==> src/logic/bwd_pkg.sv <==
package bwd_pkg;

  // Register byte offsets
  localparam logic [11:0] BWD_CTRL_OFS   = 12'h000;
  localparam logic [11:0] BWD_STAT_OFS   = 12'h004;
  localparam logic [11:0] BWD_IRQST_OFS  = 12'h008;
  localparam logic [11:0] BWD_IRQCLR_OFS = 12'h00C;
  localparam logic [11:0] BWD_IRQEN_OFS  = 12'h010;
  localparam logic [11:0] BWD_ACK_OFS    = 12'h014;

  // Control field positions
  localparam int BWD_CTRL_BUSMON  = 0;
  localparam int BWD_CTRL_PLCMON  = 1;
  localparam int BWD_CTRL_AUTOACK = 2;
  localparam int BWD_CTRL_SRCSEL  = 3;
  localparam int BWD_CTRL_W       = 4;
  localparam logic [BWD_CTRL_W-1:0] BWD_CTRL_RST = 4'h3;

  // Status field positions
  localparam int BWD_ST_BUSOK   = 0;
  localparam int BWD_ST_PLCRUN  = 1;
  localparam int BWD_ST_BUSFLT  = 2;
  localparam int BWD_ST_PLCFLT  = 3;
  localparam int BWD_ST_REMOTE  = 4;
  localparam int BWD_ST_W       = 5;

  // Interrupt event positions
  localparam int BWD_EV_BUSFLT  = 0;
  localparam int BWD_EV_PLCFLT  = 1;
  localparam int BWD_EV_BUSLOST = 2;
  localparam int BWD_EV_PLCSTOP = 3;
  localparam int BWD_EV_W       = 4;

  // Acknowledge register bit
  localparam int BWD_ACK_BIT = 0;

  // Controller states reported by the bus master
  typedef enum logic [1:0] {
    BWD_MST_RUN   = 2'b00,
    BWD_MST_CLEAR = 2'b01,
    BWD_MST_HOLD  = 2'b10,
    BWD_MST_OFF   = 2'b11
  } bwd_mst_t;

  // Fault latch states
  typedef enum logic [0:0] {
    BWD_FLT_IDLE = 1'b0,
    BWD_FLT_SET  = 1'b1
  } bwd_flt_t;

  // Link side inputs
  typedef struct packed {
    logic     cyclicActive;
    bwd_mst_t masterState;
    logic     rxBit07;
    logic     remoteSelectorBitA;
    logic     remoteSelectorBitB;
  } bwd_link_t;

  // APB request
  typedef struct packed {
    logic        psel;
    logic        penable;
    logic        pwrite;
    logic [11:0] paddr;
    logic [31:0] pwdata;
  } bwd_apb_req_t;

endpackage

==> src/logic/bwd_watchdog.sv <==
`timescale 1ns/1ns
// What this block does
// - Bus fault when bus supervision on, remote mode, cyclic exchange stops
// - Bus-healthy flag always readable, one while cyclic exchange runs
// - Controller fault when supervision on, remote, master in clear/hold
// - Controller-running flag always readable, zero in clear state
// - With receive bit 0.7 as source, running state comes from it alone
// - Bus supervision on after reset; disabled gives no fault, flag kept
// - Controller supervision on after reset; disabled gives no fault
// - Manual or automatic acknowledge selectable, manual after reset
// - Each fault response is fault or deactivated only
// - Supervision input may be any internal signal, e.g. bus control bit
module bwd_watchdog (
  // Clock and reset
  input  wire logic                 mclk,
  input  wire logic                 rst_n,
  // Link side
  input  wire bwd_pkg::bwd_link_t   link,
  input  wire logic                 monitorSignal,
  // APB slave
  input  wire bwd_pkg::bwd_apb_req_t apbReq,
  output logic [31:0]               prdata,
  output logic                      pready,
  output logic                      pslverr,
  // Status and interrupt
  output logic                      busFault,
  output logic                      plcFault,
  output logic                      busOk,
  output logic                      plcRun,
  output logic                      irq
);
  import bwd_pkg::*;

  //////////////////////////////////////////////////////////////////////////
  // Register state
  logic [BWD_CTRL_W-1:0]  ctrl_reg;
  logic [BWD_EV_W-1:0]    irqSt_reg;
  logic [BWD_EV_W-1:0]    irqEn_reg;
  bwd_flt_t               busFlt_reg;
  bwd_flt_t               plcFlt_reg;
  logic                   busOk_reg;
  logic                   plcRun_reg;
  logic [31:0]            prdata_reg;
  logic                   pready_reg;
  logic                   pslverr_reg;
  logic                   irq_reg;

  //////////////////////////////////////////////////////////////////////////
  // APB decode; one wait state, writes land on the completing edge so a
  // register never changes before the master has seen pready
  wire access   = apbReq.psel & apbReq.penable & ~pready_reg;
  wire complete = apbReq.psel & apbReq.penable & pready_reg;
  wire wrAcc    = complete & apbReq.pwrite;
  wire hitCtrl  = apbReq.paddr == BWD_CTRL_OFS;
  wire hitStat  = apbReq.paddr == BWD_STAT_OFS;
  wire hitIrqSt = apbReq.paddr == BWD_IRQST_OFS;
  wire hitClr   = apbReq.paddr == BWD_IRQCLR_OFS;
  wire hitEn    = apbReq.paddr == BWD_IRQEN_OFS;
  wire hitAck   = apbReq.paddr == BWD_ACK_OFS;
  wire mapped   = hitCtrl | hitStat | hitIrqSt | hitClr | hitEn | hitAck;
  wire ackPulse = wrAcc & hitAck & apbReq.pwdata[BWD_ACK_BIT];
  wire [BWD_EV_W-1:0] clrMask =
    (wrAcc & hitClr) ? apbReq.pwdata[BWD_EV_W-1:0] : '0;

  //////////////////////////////////////////////////////////////////////////
  // Supervision conditions
  wire busMonOn  = ctrl_reg[BWD_CTRL_BUSMON];
  wire plcMonOn  = ctrl_reg[BWD_CTRL_PLCMON];
  wire autoAck   = ctrl_reg[BWD_CTRL_AUTOACK];
  wire useSignal = ctrl_reg[BWD_CTRL_SRCSEL];
  wire remote    = link.remoteSelectorBitA & link.remoteSelectorBitB;
  // Detection relies on the master's slave watchdog dropping cyclicActive
  wire busAlive  = link.cyclicActive;
  // Signal source overrides master state when selected
  wire mstRun    = busAlive & (link.masterState == BWD_MST_RUN);
  wire plcAlive  = useSignal ? monitorSignal : mstRun;
  wire busCause  = busMonOn & remote & ~busAlive;
  wire plcCause  = plcMonOn & remote & ~plcAlive;

  // Fault clears: manual needs acknowledge, auto needs cause gone
  wire busClr = ~busCause & (autoAck | ackPulse);
  wire plcClr = ~plcCause & (autoAck | ackPulse);

  bwd_flt_t busFlt_next;
  bwd_flt_t plcFlt_next;
  always_comb begin
    busFlt_next = busFlt_reg;
    case (busFlt_reg)
      BWD_FLT_IDLE: if (busCause) busFlt_next = BWD_FLT_SET;
      BWD_FLT_SET:  if (busClr) busFlt_next = BWD_FLT_IDLE;
      default:      busFlt_next = BWD_FLT_IDLE;
    endcase
  end
  always_comb begin
    plcFlt_next = plcFlt_reg;
    case (plcFlt_reg)
      BWD_FLT_IDLE: if (plcCause) plcFlt_next = BWD_FLT_SET;
      BWD_FLT_SET:  if (plcClr) plcFlt_next = BWD_FLT_IDLE;
      default:      plcFlt_next = BWD_FLT_IDLE;
    endcase
  end

  //////////////////////////////////////////////////////////////////////////
  // Interrupt events: fault rising edges and status drops
  wire [BWD_EV_W-1:0] events;
  assign events[BWD_EV_BUSFLT]  = busFlt_next == BWD_FLT_SET &&
                                  busFlt_reg == BWD_FLT_IDLE;
  assign events[BWD_EV_PLCFLT]  = plcFlt_next == BWD_FLT_SET &&
                                  plcFlt_reg == BWD_FLT_IDLE;
  assign events[BWD_EV_BUSLOST] = busOk_reg & ~busAlive;
  assign events[BWD_EV_PLCSTOP] = plcRun_reg & ~plcAlive;
  // Set wins over a simultaneous clear
  wire [BWD_EV_W-1:0] irqSt_next = (irqSt_reg & ~clrMask) | events;

  //////////////////////////////////////////////////////////////////////////
  // Read mux
  wire [BWD_ST_W-1:0] statWord = {remote, plcFlt_reg == BWD_FLT_SET,
                                  busFlt_reg == BWD_FLT_SET,
                                  plcRun_reg, busOk_reg};
  wire [31:0] rdMux =
    hitCtrl  ? {{(32-BWD_CTRL_W){1'b0}}, ctrl_reg} :
    hitStat  ? {{(32-BWD_ST_W){1'b0}}, statWord} :
    hitIrqSt ? {{(32-BWD_EV_W){1'b0}}, irqSt_reg} :
    hitEn    ? {{(32-BWD_EV_W){1'b0}}, irqEn_reg} : 32'h0000_0000;

  //////////////////////////////////////////////////////////////////////////
  // Sequential
  always_ff @(posedge mclk) begin
    if (!rst_n) begin
      ctrl_reg <= BWD_CTRL_RST;
      irqEn_reg <= '0;
    end else if (wrAcc & hitCtrl) begin
      ctrl_reg <= apbReq.pwdata[BWD_CTRL_W-1:0];
    end else if (wrAcc & hitEn) begin
      irqEn_reg <= apbReq.pwdata[BWD_EV_W-1:0];
    end
  end

  always_ff @(posedge mclk) begin
    if (!rst_n) begin
      busFlt_reg <= BWD_FLT_IDLE;
      plcFlt_reg <= BWD_FLT_IDLE;
      busOk_reg  <= 1'b0;
      plcRun_reg <= 1'b0;
      irqSt_reg  <= '0;
      irq_reg    <= 1'b0;
    end else begin
      busFlt_reg <= busFlt_next;
      plcFlt_reg <= plcFlt_next;
      busOk_reg  <= busAlive;
      plcRun_reg <= plcAlive;
      irqSt_reg  <= irqSt_next;
      irq_reg    <= |(irqSt_next & irqEn_reg);
    end
  end

  always_ff @(posedge mclk) begin
    if (!rst_n) begin
      pready_reg  <= 1'b0;
      pslverr_reg <= 1'b0;
      prdata_reg  <= 32'h0000_0000;
    end else begin
      pready_reg  <= access;
      pslverr_reg <= access & ~mapped;
      prdata_reg  <= (access & ~apbReq.pwrite) ? rdMux : 32'h0000_0000;
    end
  end

  assign prdata   = prdata_reg;
  assign pready   = pready_reg;
  assign pslverr  = pslverr_reg;
  assign busFault = busFlt_reg == BWD_FLT_SET;
  assign plcFault = plcFlt_reg == BWD_FLT_SET;
  assign busOk    = busOk_reg;
  assign plcRun   = plcRun_reg;
  assign irq      = irq_reg;

  //////////////////////////////////////////////////////////////////////////
  // Checks
  bus_fault_set_a : assert property (
    @(posedge mclk) disable iff (!rst_n)
    busCause |=> busFault)
    else $error("bus fault not raised");
  bus_stop_fault_a : assert property (
    @(posedge mclk) disable iff (!rst_n)
    (busMonOn && link.remoteSelectorBitA && link.remoteSelectorBitB &&
     !link.cyclicActive) |=> busFault)
    else $error("bus fault missed on stopped exchange");
  bus_alive_a : assert property (
    @(posedge mclk) disable iff (!rst_n)
    (link.cyclicActive && !busFault) |=> !busFault)
    else $error("bus fault while exchange runs");
  bus_local_a : assert property (
    @(posedge mclk) disable iff (!rst_n)
    (!remote && !busFault) |=> !busFault)
    else $error("bus fault outside remote mode");
  bus_ok_follow_a : assert property (
    @(posedge mclk) disable iff (!rst_n)
    link.cyclicActive |=> busOk)
    else $error("busOk not set");
  bus_ok_drop_a : assert property (
    @(posedge mclk) disable iff (!rst_n)
    !link.cyclicActive |=> !busOk)
    else $error("busOk set without exchange");
  bus_mon_off_a : assert property (
    @(posedge mclk) disable iff (!rst_n)
    (!busMonOn && !busFault) |=> !busFault)
    else $error("bus fault while off");

  // Controller supervision
  plc_fault_set_a : assert property (
    @(posedge mclk) disable iff (!rst_n)
    plcCause |=> plcFault)
    else $error("plc fault not raised");
  plc_clear_flt_a : assert property (
    @(posedge mclk) disable iff (!rst_n)
    (plcMonOn && remote && !useSignal &&
     link.masterState == BWD_MST_CLEAR) |=> plcFault)
    else $error("plc fault missed in clear state");
  plc_hold_stop_a : assert property (
    @(posedge mclk) disable iff (!rst_n)
    (plcMonOn && remote && !useSignal &&
     link.masterState == BWD_MST_HOLD) |=> plcFault)
    else $error("plc fault missed in hold state");
  plc_clear_run_a : assert property (
    @(posedge mclk) disable iff (!rst_n)
    (!useSignal && link.masterState == BWD_MST_CLEAR) |=> !plcRun)
    else $error("plcRun high in clear");
  plc_run_mst_a : assert property (
    @(posedge mclk) disable iff (!rst_n)
    (!useSignal && link.cyclicActive &&
     link.masterState == BWD_MST_RUN) |=> plcRun)
    else $error("plcRun low while master runs");
  plc_bit_source_a : assert property (
    @(posedge mclk) disable iff (!rst_n)
    useSignal |=> plcRun == $past(monitorSignal))
    else $error("plcRun not from signal");
  plc_bit_only_a : assert property (
    @(posedge mclk) disable iff (!rst_n)
    (useSignal && monitorSignal && !plcFault) |=> !plcFault)
    else $error("plc fault while signal shows run");
  plc_sig_fault_a : assert property (
    @(posedge mclk) disable iff (!rst_n)
    (plcMonOn && remote && useSignal && !monitorSignal) |=> plcFault)
    else $error("plc fault missed on signal source");
  plc_mon_off_a : assert property (
    @(posedge mclk) disable iff (!rst_n)
    (!plcMonOn && !plcFault) |=> !plcFault)
    else $error("plc fault while off");

  // Acknowledge and reset defaults
  reset_default_a : assert property (
    @(posedge mclk)
    !rst_n |=> (ctrl_reg == BWD_CTRL_RST && !busFault && !plcFault && !irq))
    else $error("reset defaults wrong");
  manual_hold_a : assert property (
    @(posedge mclk) disable iff (!rst_n)
    (busFault && !autoAck && !ackPulse) |=> busFault)
    else $error("bus fault cleared without ack");
  manual_plc_hold_a : assert property (
    @(posedge mclk) disable iff (!rst_n)
    (plcFault && !autoAck && !ackPulse) |=> plcFault)
    else $error("plc fault cleared without ack");
  auto_clear_a : assert property (
    @(posedge mclk) disable iff (!rst_n)
    (plcFault && autoAck && !plcCause) |=> !plcFault)
    else $error("plc fault not auto cleared");
  auto_bus_clear_a : assert property (
    @(posedge mclk) disable iff (!rst_n)
    (busFault && autoAck && !busCause) |=> !busFault)
    else $error("bus fault not auto cleared");
  ack_bus_clear_a : assert property (
    @(posedge mclk) disable iff (!rst_n)
    (busFault && ackPulse && !busCause) |=> !busFault)
    else $error("bus fault kept after ack");
  ack_plc_clear_a : assert property (
    @(posedge mclk) disable iff (!rst_n)
    (plcFault && ackPulse && !plcCause) |=> !plcFault)
    else $error("plc fault kept after ack");
  bus_cause_hold_a : assert property (
    @(posedge mclk) disable iff (!rst_n)
    (busFault && busCause) |=> busFault)
    else $error("bus fault cleared while cause stands");
  plc_cause_hold_a : assert property (
    @(posedge mclk) disable iff (!rst_n)
    (plcFault && plcCause) |=> plcFault)
    else $error("plc fault cleared while cause stands");

  // Interrupt status and level
  bus_event_a : assert property (
    @(posedge mclk) disable iff (!rst_n)
    (!busFault && busCause) |=> irqSt_reg[BWD_EV_BUSFLT])
    else $error("bus fault event not latched");
  plc_event_a : assert property (
    @(posedge mclk) disable iff (!rst_n)
    (!plcFault && plcCause) |=> irqSt_reg[BWD_EV_PLCFLT])
    else $error("plc fault event not latched");
  bus_lost_ev_a : assert property (
    @(posedge mclk) disable iff (!rst_n)
    (busOk && !link.cyclicActive) |=> irqSt_reg[BWD_EV_BUSLOST])
    else $error("bus lost event not latched");
  plc_stop_ev_a : assert property (
    @(posedge mclk) disable iff (!rst_n)
    (plcRun && !plcAlive) |=> irqSt_reg[BWD_EV_PLCSTOP])
    else $error("plc stop event not latched");
  irq_set_a : assert property (
    @(posedge mclk) disable iff (!rst_n)
    (|(events & irqEn_reg)) |=> irq)
    else $error("irq not raised on enabled event");
  irq_level_a : assert property (
    @(posedge mclk) disable iff (!rst_n)
    $stable(irqEn_reg) |-> irq == |(irqSt_reg & irqEn_reg))
    else $error("irq mismatch");

  // Register bus answer
  pready_pulse_a : assert property (
    @(posedge mclk) disable iff (!rst_n)
    pready |=> !pready)
    else $error("pready longer than one cycle");
  apb_answer_a : assert property (
    @(posedge mclk) disable iff (!rst_n)
    (apbReq.psel && apbReq.penable && !pready) |=> pready)
    else $error("no answer after one wait state");
  read_idle_zero_a : assert property (
    @(posedge mclk) disable iff (!rst_n)
    !pready |-> prdata == 32'h0000_0000)
    else $error("read data outside answer");

endmodule // bwd_watchdog

==> config.mk <==
export PLATFORM = sky130hd
export DESIGN_NAME = bwd_watchdog
export DESIGN_NICKNAME = d
export VERILOG_FILES = /design/src/logic/bwd_pkg.sv /design/src/logic/bwd_watchdog.sv
export SDC_FILE = /design/constraint.sdc
export NUM_CORES = 1
export LEC_CHECK = 0
export BUFFER_PORTS_ARGS = -buffer_cell sky130_fd_sc_hd__buf_4
export CAP_MARGIN = 0
export CORE_ASPECT_RATIO = 1.25
export CORE_UTILIZATION = 40
export DETAILED_ROUTE_END_ITERATION = 8
export GPL_TIMING_DRIVEN = 0
export PLACE_DENSITY = 0.9
export SLEW_MARGIN = 20
export SYNTH_ARGS = -nofsm -noshare
export SYNTH_HDL_FRONTEND = slang
export SYNTH_SLANG_ARGS = --single-unit
==> constraint.sdc <==
create_clock -name mclk -period 2 [get_ports mclk]
set_input_delay 0.2 -clock mclk [delete_from_list [all_inputs] [get_ports mclk]]
set_output_delay 0.2 -clock mclk [all_outputs]
set_load 0.1 [all_outputs]
After elaboration in Yosys (flattened, before gate mapping):

Cells that the tools add are included.
Widths: inputs -> output; s select.

* equal/unequal tests: 5
* mux-type cells: 12
* bitwise logic cells: 43
* reduce and logical (&&, ||, !) cells: 9

Operators with widths (number)
* $eq 12x4->1 const B: 2
* $eq 12x5->1 const B: 2
* $and 1x1->1: 21
* $mux 4: 4
* $eq 12x3->1 const B: 1
* $logic_not 12->1: 1
* $not 1->1: 12
* $and 4x4->4: 2
* $or 1x1->1: 6
* $mux 1: 5
* $mux 5: 1
* $reduce_or 5->1: 1
* $not 4->4: 1
* $or 4x4->4: 1
* $pmux 1 s2: 2
* $reduce_and 2->1: 2
* $reduce_or 4->1: 1
* $reduce_or 3->1: 1
* $logic_and 1x1->1: 2
* $logic_not 2->1: 1

* bits in registers: 51
* input port bits: 56
* output and inout port bits: 39
* logic and storage cells: 82

Longest topological paths before layout:

* word-level depth: 13
* gate-level depth with buffers: 6
* mapped depth without buffers: 5

Least setup slack after synthesis:

No wires, ideal clock.

* path kind: flip-flop to flip-flop
* from: reg pready_reg, in the netlist pready
* to: reg irq_reg, in the netlist irq
* data arrival time: 1.897 ns
* path slack: -0.030 ns
* stages on the path, launching flop included: 7
* buffers on the path: 1
* cells stage by stage: dfxtp_1 > and4_1 > and4_1 > buf_6 > a31o_1 > a21bo_1 > a41oi_2

* cells in the longest elaborated chain, start to end: 12

Ends and longest elaborated chain
* from (decl): line bwd_watchdog.sv:44 `logic pready_reg;`
* from (signal assigned): line bwd_watchdog.sv:163 `pready_reg <= access;`
* $and 1x1->1 *: line bwd_watchdog.sv:52 `wire complete = apbReq.psel & apbReq.penable & pready_reg;`
* $and 1x1->1 *: line bwd_watchdog.sv:53 `wire wrAcc = complete & apbReq.pwrite;`
* $and 1x1->1 (2 in series): line bwd_watchdog.sv:61 `wire ackPulse = wrAcc & hitAck & apbReq.pwdata[BWD_ACK_BIT];`
* $or 1x1->1: line bwd_watchdog.sv:81, bwd_watchdog.sv:82
* $and 1x1->1, on equally long branches: line bwd_watchdog.sv:81, bwd_watchdog.sv:82
* $mux 1, on equally long branches: line bwd_watchdog.sv:90, bwd_watchdog.sv:98
* $pmux 1 s2, on equally long branches: line bwd_watchdog.sv:88, bwd_watchdog.sv:96
* $logic_and 1x1->1, on equally long branches: line bwd_watchdog.sv:106, bwd_watchdog.sv:108
* $or 4x4->4 *: line bwd_watchdog.sv:113 `wire [BWD_EV_W-1:0] irqSt_next = (irqSt_reg & ~clrMask) | events;`
* $and 4x4->4 *: line bwd_watchdog.sv:153 `irq_reg <= |(irqSt_next & irqEn_reg);`
* $reduce_or 4->1 *: line bwd_watchdog.sv:153
* to (signal assigned): line bwd_watchdog.sv:153
* to (decl): line bwd_watchdog.sv:46 `logic irq_reg;`

Every way passes the cells marked *; elsewhere a longest branch is shown, timed or not.
A chain may end at the register's enable or synchronous reset.

Worst setup path after layout:

Ends and elaborated chain as after synthesis.

==> summary.md <==
| Metric | Value |
|---|---|
| Status | finished, final reports clean |
| Switch share | 39.1% |
| Starting Density | 41.6% |
| Setup slack at placement | 401 ps |
| Worst r2r path cells | 6 |
| Critical Path End Type | flip-flop |
| Leak Pwr | 0.936 nW |
| RSZ-0062 raised after global routing | no |
| Core box area | 3190 um2 |
| Reg2reg end | irq$_SDFF_PN0_ |
| Routability cong. | 0.897 |
| Flop pwr share | 39.4% |
| Post-route minimum period | ~1600 ps |
| First-pass GRT wire length | 4560 um |
| Final wirelength | 2990 um |
| Last element of the critical path | irq$_SDFF_PN0_ |
| Avg Inst Size Synth | 8.80 um2 |
| CTS clock-pin slew for the worst setup and hold paths | approximately 80 ps |
| Pin count of the biggest net entering global routing | 14 |
| H-tree levels | 1 |
| Initial DRC count | 38 |
| CTS tree | built |
| CP Launch Point | pready$_SDFF_PN0_ |
| Layout cells sized above 1 | 34.7% |
| Final setup vio count | 0 |
| Gr usage total | 17.6% |
| Fin. max-slew vios | 0 |
| ANT cells | 0 |
| R2r setup slk | 420 ps |
| Ranking of synthesized cells by area | dfxtp_1 36%, buf_4 15%, mux2i_1 8.3% |
| Fin Setup TNS | 0 ps |
| CTS Root Cell | clkbuf_8 |
| Dpl cells | 252 |
| FF+latch count, synth | 24 |
| Vias per cell | approximately 4.7 |
| Die width | 53.6 um |
| Clock power frac | 26.5% |
| Routed vias | around 1,200 |
| Synth warn | 0 |
| Max Fanout on Critical Path | 7 |
| Logic gate share of total power | 34.1% |
| Most common cell after layout, fill and taps aside | buf_4 |
| Max VDD drop | roughly 340 uV |
| Synth area leader | dfxtp_1 |
| CTS sink count | 24 |
| Synthesized cell area | about 1300 um2 |
| Die area | 3560 um2 |
| Worst setup margin | 419 ps |
| # IOs | 95 |
| Max reg flops | 5 |
| Cts bufs inserted | 3 |
| DR WL/cell | between 10 and 15 um |
| Period utilization | 79.0% |
| Clock Tree Buf Depth | 2 |
| NetSw | 0.491 mW |
| Hold Buf Count CTS | 0 |
| DRC | 0 |
| Post-CTS Setup Inserts | 0 |
| CP Class | flip-flop to flip-flop |
| Final cell count without fillers | 256 |
| Area Growth Syn to Fin | 36.5% |
| Die H | 66.4 um |
| Drt first pass iters | 5 |
| Worst skew pair latency | about 270 ps |
| Clock skew | ~2.8 ps |
| Startpoint types | flip-flop |
| Power Density | 692 nW/um2 |
| Hold_ws | 142 ps |
| DP Wirelength | about 2400 um |
| WP data arrival | roughly 1800 ps |
| Post-synth cell types | 36 |
| Rows | 23 |
| Final hold viol count | 0 |
| Post-Synthesis Cells | 151 |
| Internal Power | 0.765 mW |
| Vias in the first global route | between 1,000 and 1,500 |
| Initial antenna violation count | 0 |
| Final nets | 276 |
| Worst Path Required | 2190 ps |
| Grt ovf | 0 |
| RR Startpoint | pready$_SDFF_PN0_ |
| I/O Buffers | 38 |
| Max cap viols | 0 |
| Max Freq | 633 MHz |
| Hold Crit Class | input port to flip-flop |
| Antenna viol nets, final | 0 |
| Yosys top cell area share | between 30% and 40% |
| Most frequent cells in the layout | 65 x buf_4, 27 x conb_1, 23 x nor2_1, 23 x dfxtp_1, 11 x mux2i_1 |
| Final core occ | 56.8% |
| Post-cts resize count | 0 |
| Seq/Total Area, Yosys | 36.2% |
## final cells by class
class / instances / area (um2)
Sequential cell: 24 / 482
Clock buffer: 4 / 55.1
Tap cell: 37 / 46.3
Inverter: 6 / 22.5
Fill cell: 274 / 1380
Multi-Input combinational cell: 115 / 693
Buffer: 32 / 230
Timing Repair Buffer: 38 / 285
## worst max-delay path: stages, from the launching register on
cell     delay [ps]
dfxtp_2         330
and4_1          190
and4_1          200
buf_6           140
a31oi_1         300
o21ai_1         110
a41oi_2         220
## power groups by stage
stage          combinational [mW]  clock (mW)  sequential, mW
3_5_place_dp                0.424           0           0.506
3_3_place_gp                0.421           0           0.506
6_report                    0.428       0.333           0.495
5_1_grt                     0.445       0.353           0.496
4_1_cts                     0.426       0.337           0.495
2_1_floorplan               0.313           0           0.545
## worst min path at each step
stage | startpoint | to | slack [ps] | depth (start not counted)
after floorplan | rst_n | ctrl_reg[0]$_SDFFE_PN1P_ | 260 | 1
after global placement | rst_n | ctrl_reg[1]$_SDFFE_PN1P_ | 420 | 2
after detailed placement | rst_n | ctrl_reg[0]$_SDFFE_PN1P_ | 430 | 2
after CTS | rst_n | ctrl_reg[0]$_SDFFE_PN1P_ | 150 | 2
after global routing | rst_n | ctrl_reg[0]$_SDFFE_PN1P_ | 140 | 2
final | rst_n | ctrl_reg[0]$_SDFFE_PN1P_ | 140 | 2
## metal layers
layer | track usage (%) | wire length [um] | vias to the layer above
met5 | 0 | 0 | -
met4 | 12.2 | 116 | 0
met3 | 2.30 | 170 | 11
met2 | 33.1 | 1610 | 54
met1 | 16.6 | 1080 | 544
li1 | - | - | 606
## cells in the mapped netlist
library cell and number:
nand3_1 2, o21ai_1 3, nor4b_1 1, buf_2 1
buf_4 27, nand4b_1 1, buf_6 1, a21bo_1 1
nor3b_1 1, a41oi_2 1, a211o_1 1, nor4_4 1
o21a_1 1, nand4_1 1, o21ai_0 1, nor2b_1 6
clkbuf_1 3, a21oi_1 5, inv_1 6, nand3_4 1
a31o_1 1, a2bb2oi_1 2, mux2i_1 11, and4_1 2
o32ai_1 1, nand3b_4 1, conb_1 1, dfxtp_1 24
a31oi_1 6, a211oi_1 1, and4b_1 1, nor2_1 23
and2_1 2, a41oi_1 2, nand2_1 6, nor3_1 2
## kinds of logic (layout without fill, tap and decap cells)
kind of cell           after synthesis  after routing  share of synthesized area [%]
flip-flops                          24             24                           36.2
other                                1             27                          0.282
buffers and inverters               38             80                           19.0
AND/OR/NAND/NOR                     51             51                           22.3
AO/OA/AOI/OAI                       26             26                           13.9
multiplexers                        11             11                           8.29
## through the flow
| stage | instance area (um2) | total power, mW |
|---|---|---|
| after floorplan | 1430 | 0.858 |
| after global placement | 1760 | 0.927 |
| after detailed placement | 1760 | 0.930 |
| after CTS | 1810 | 1.26 |
| after global routing | 1810 | 1.29 |
| final | 1810 | 1.26 |
(Power assumes the default switching activity.)
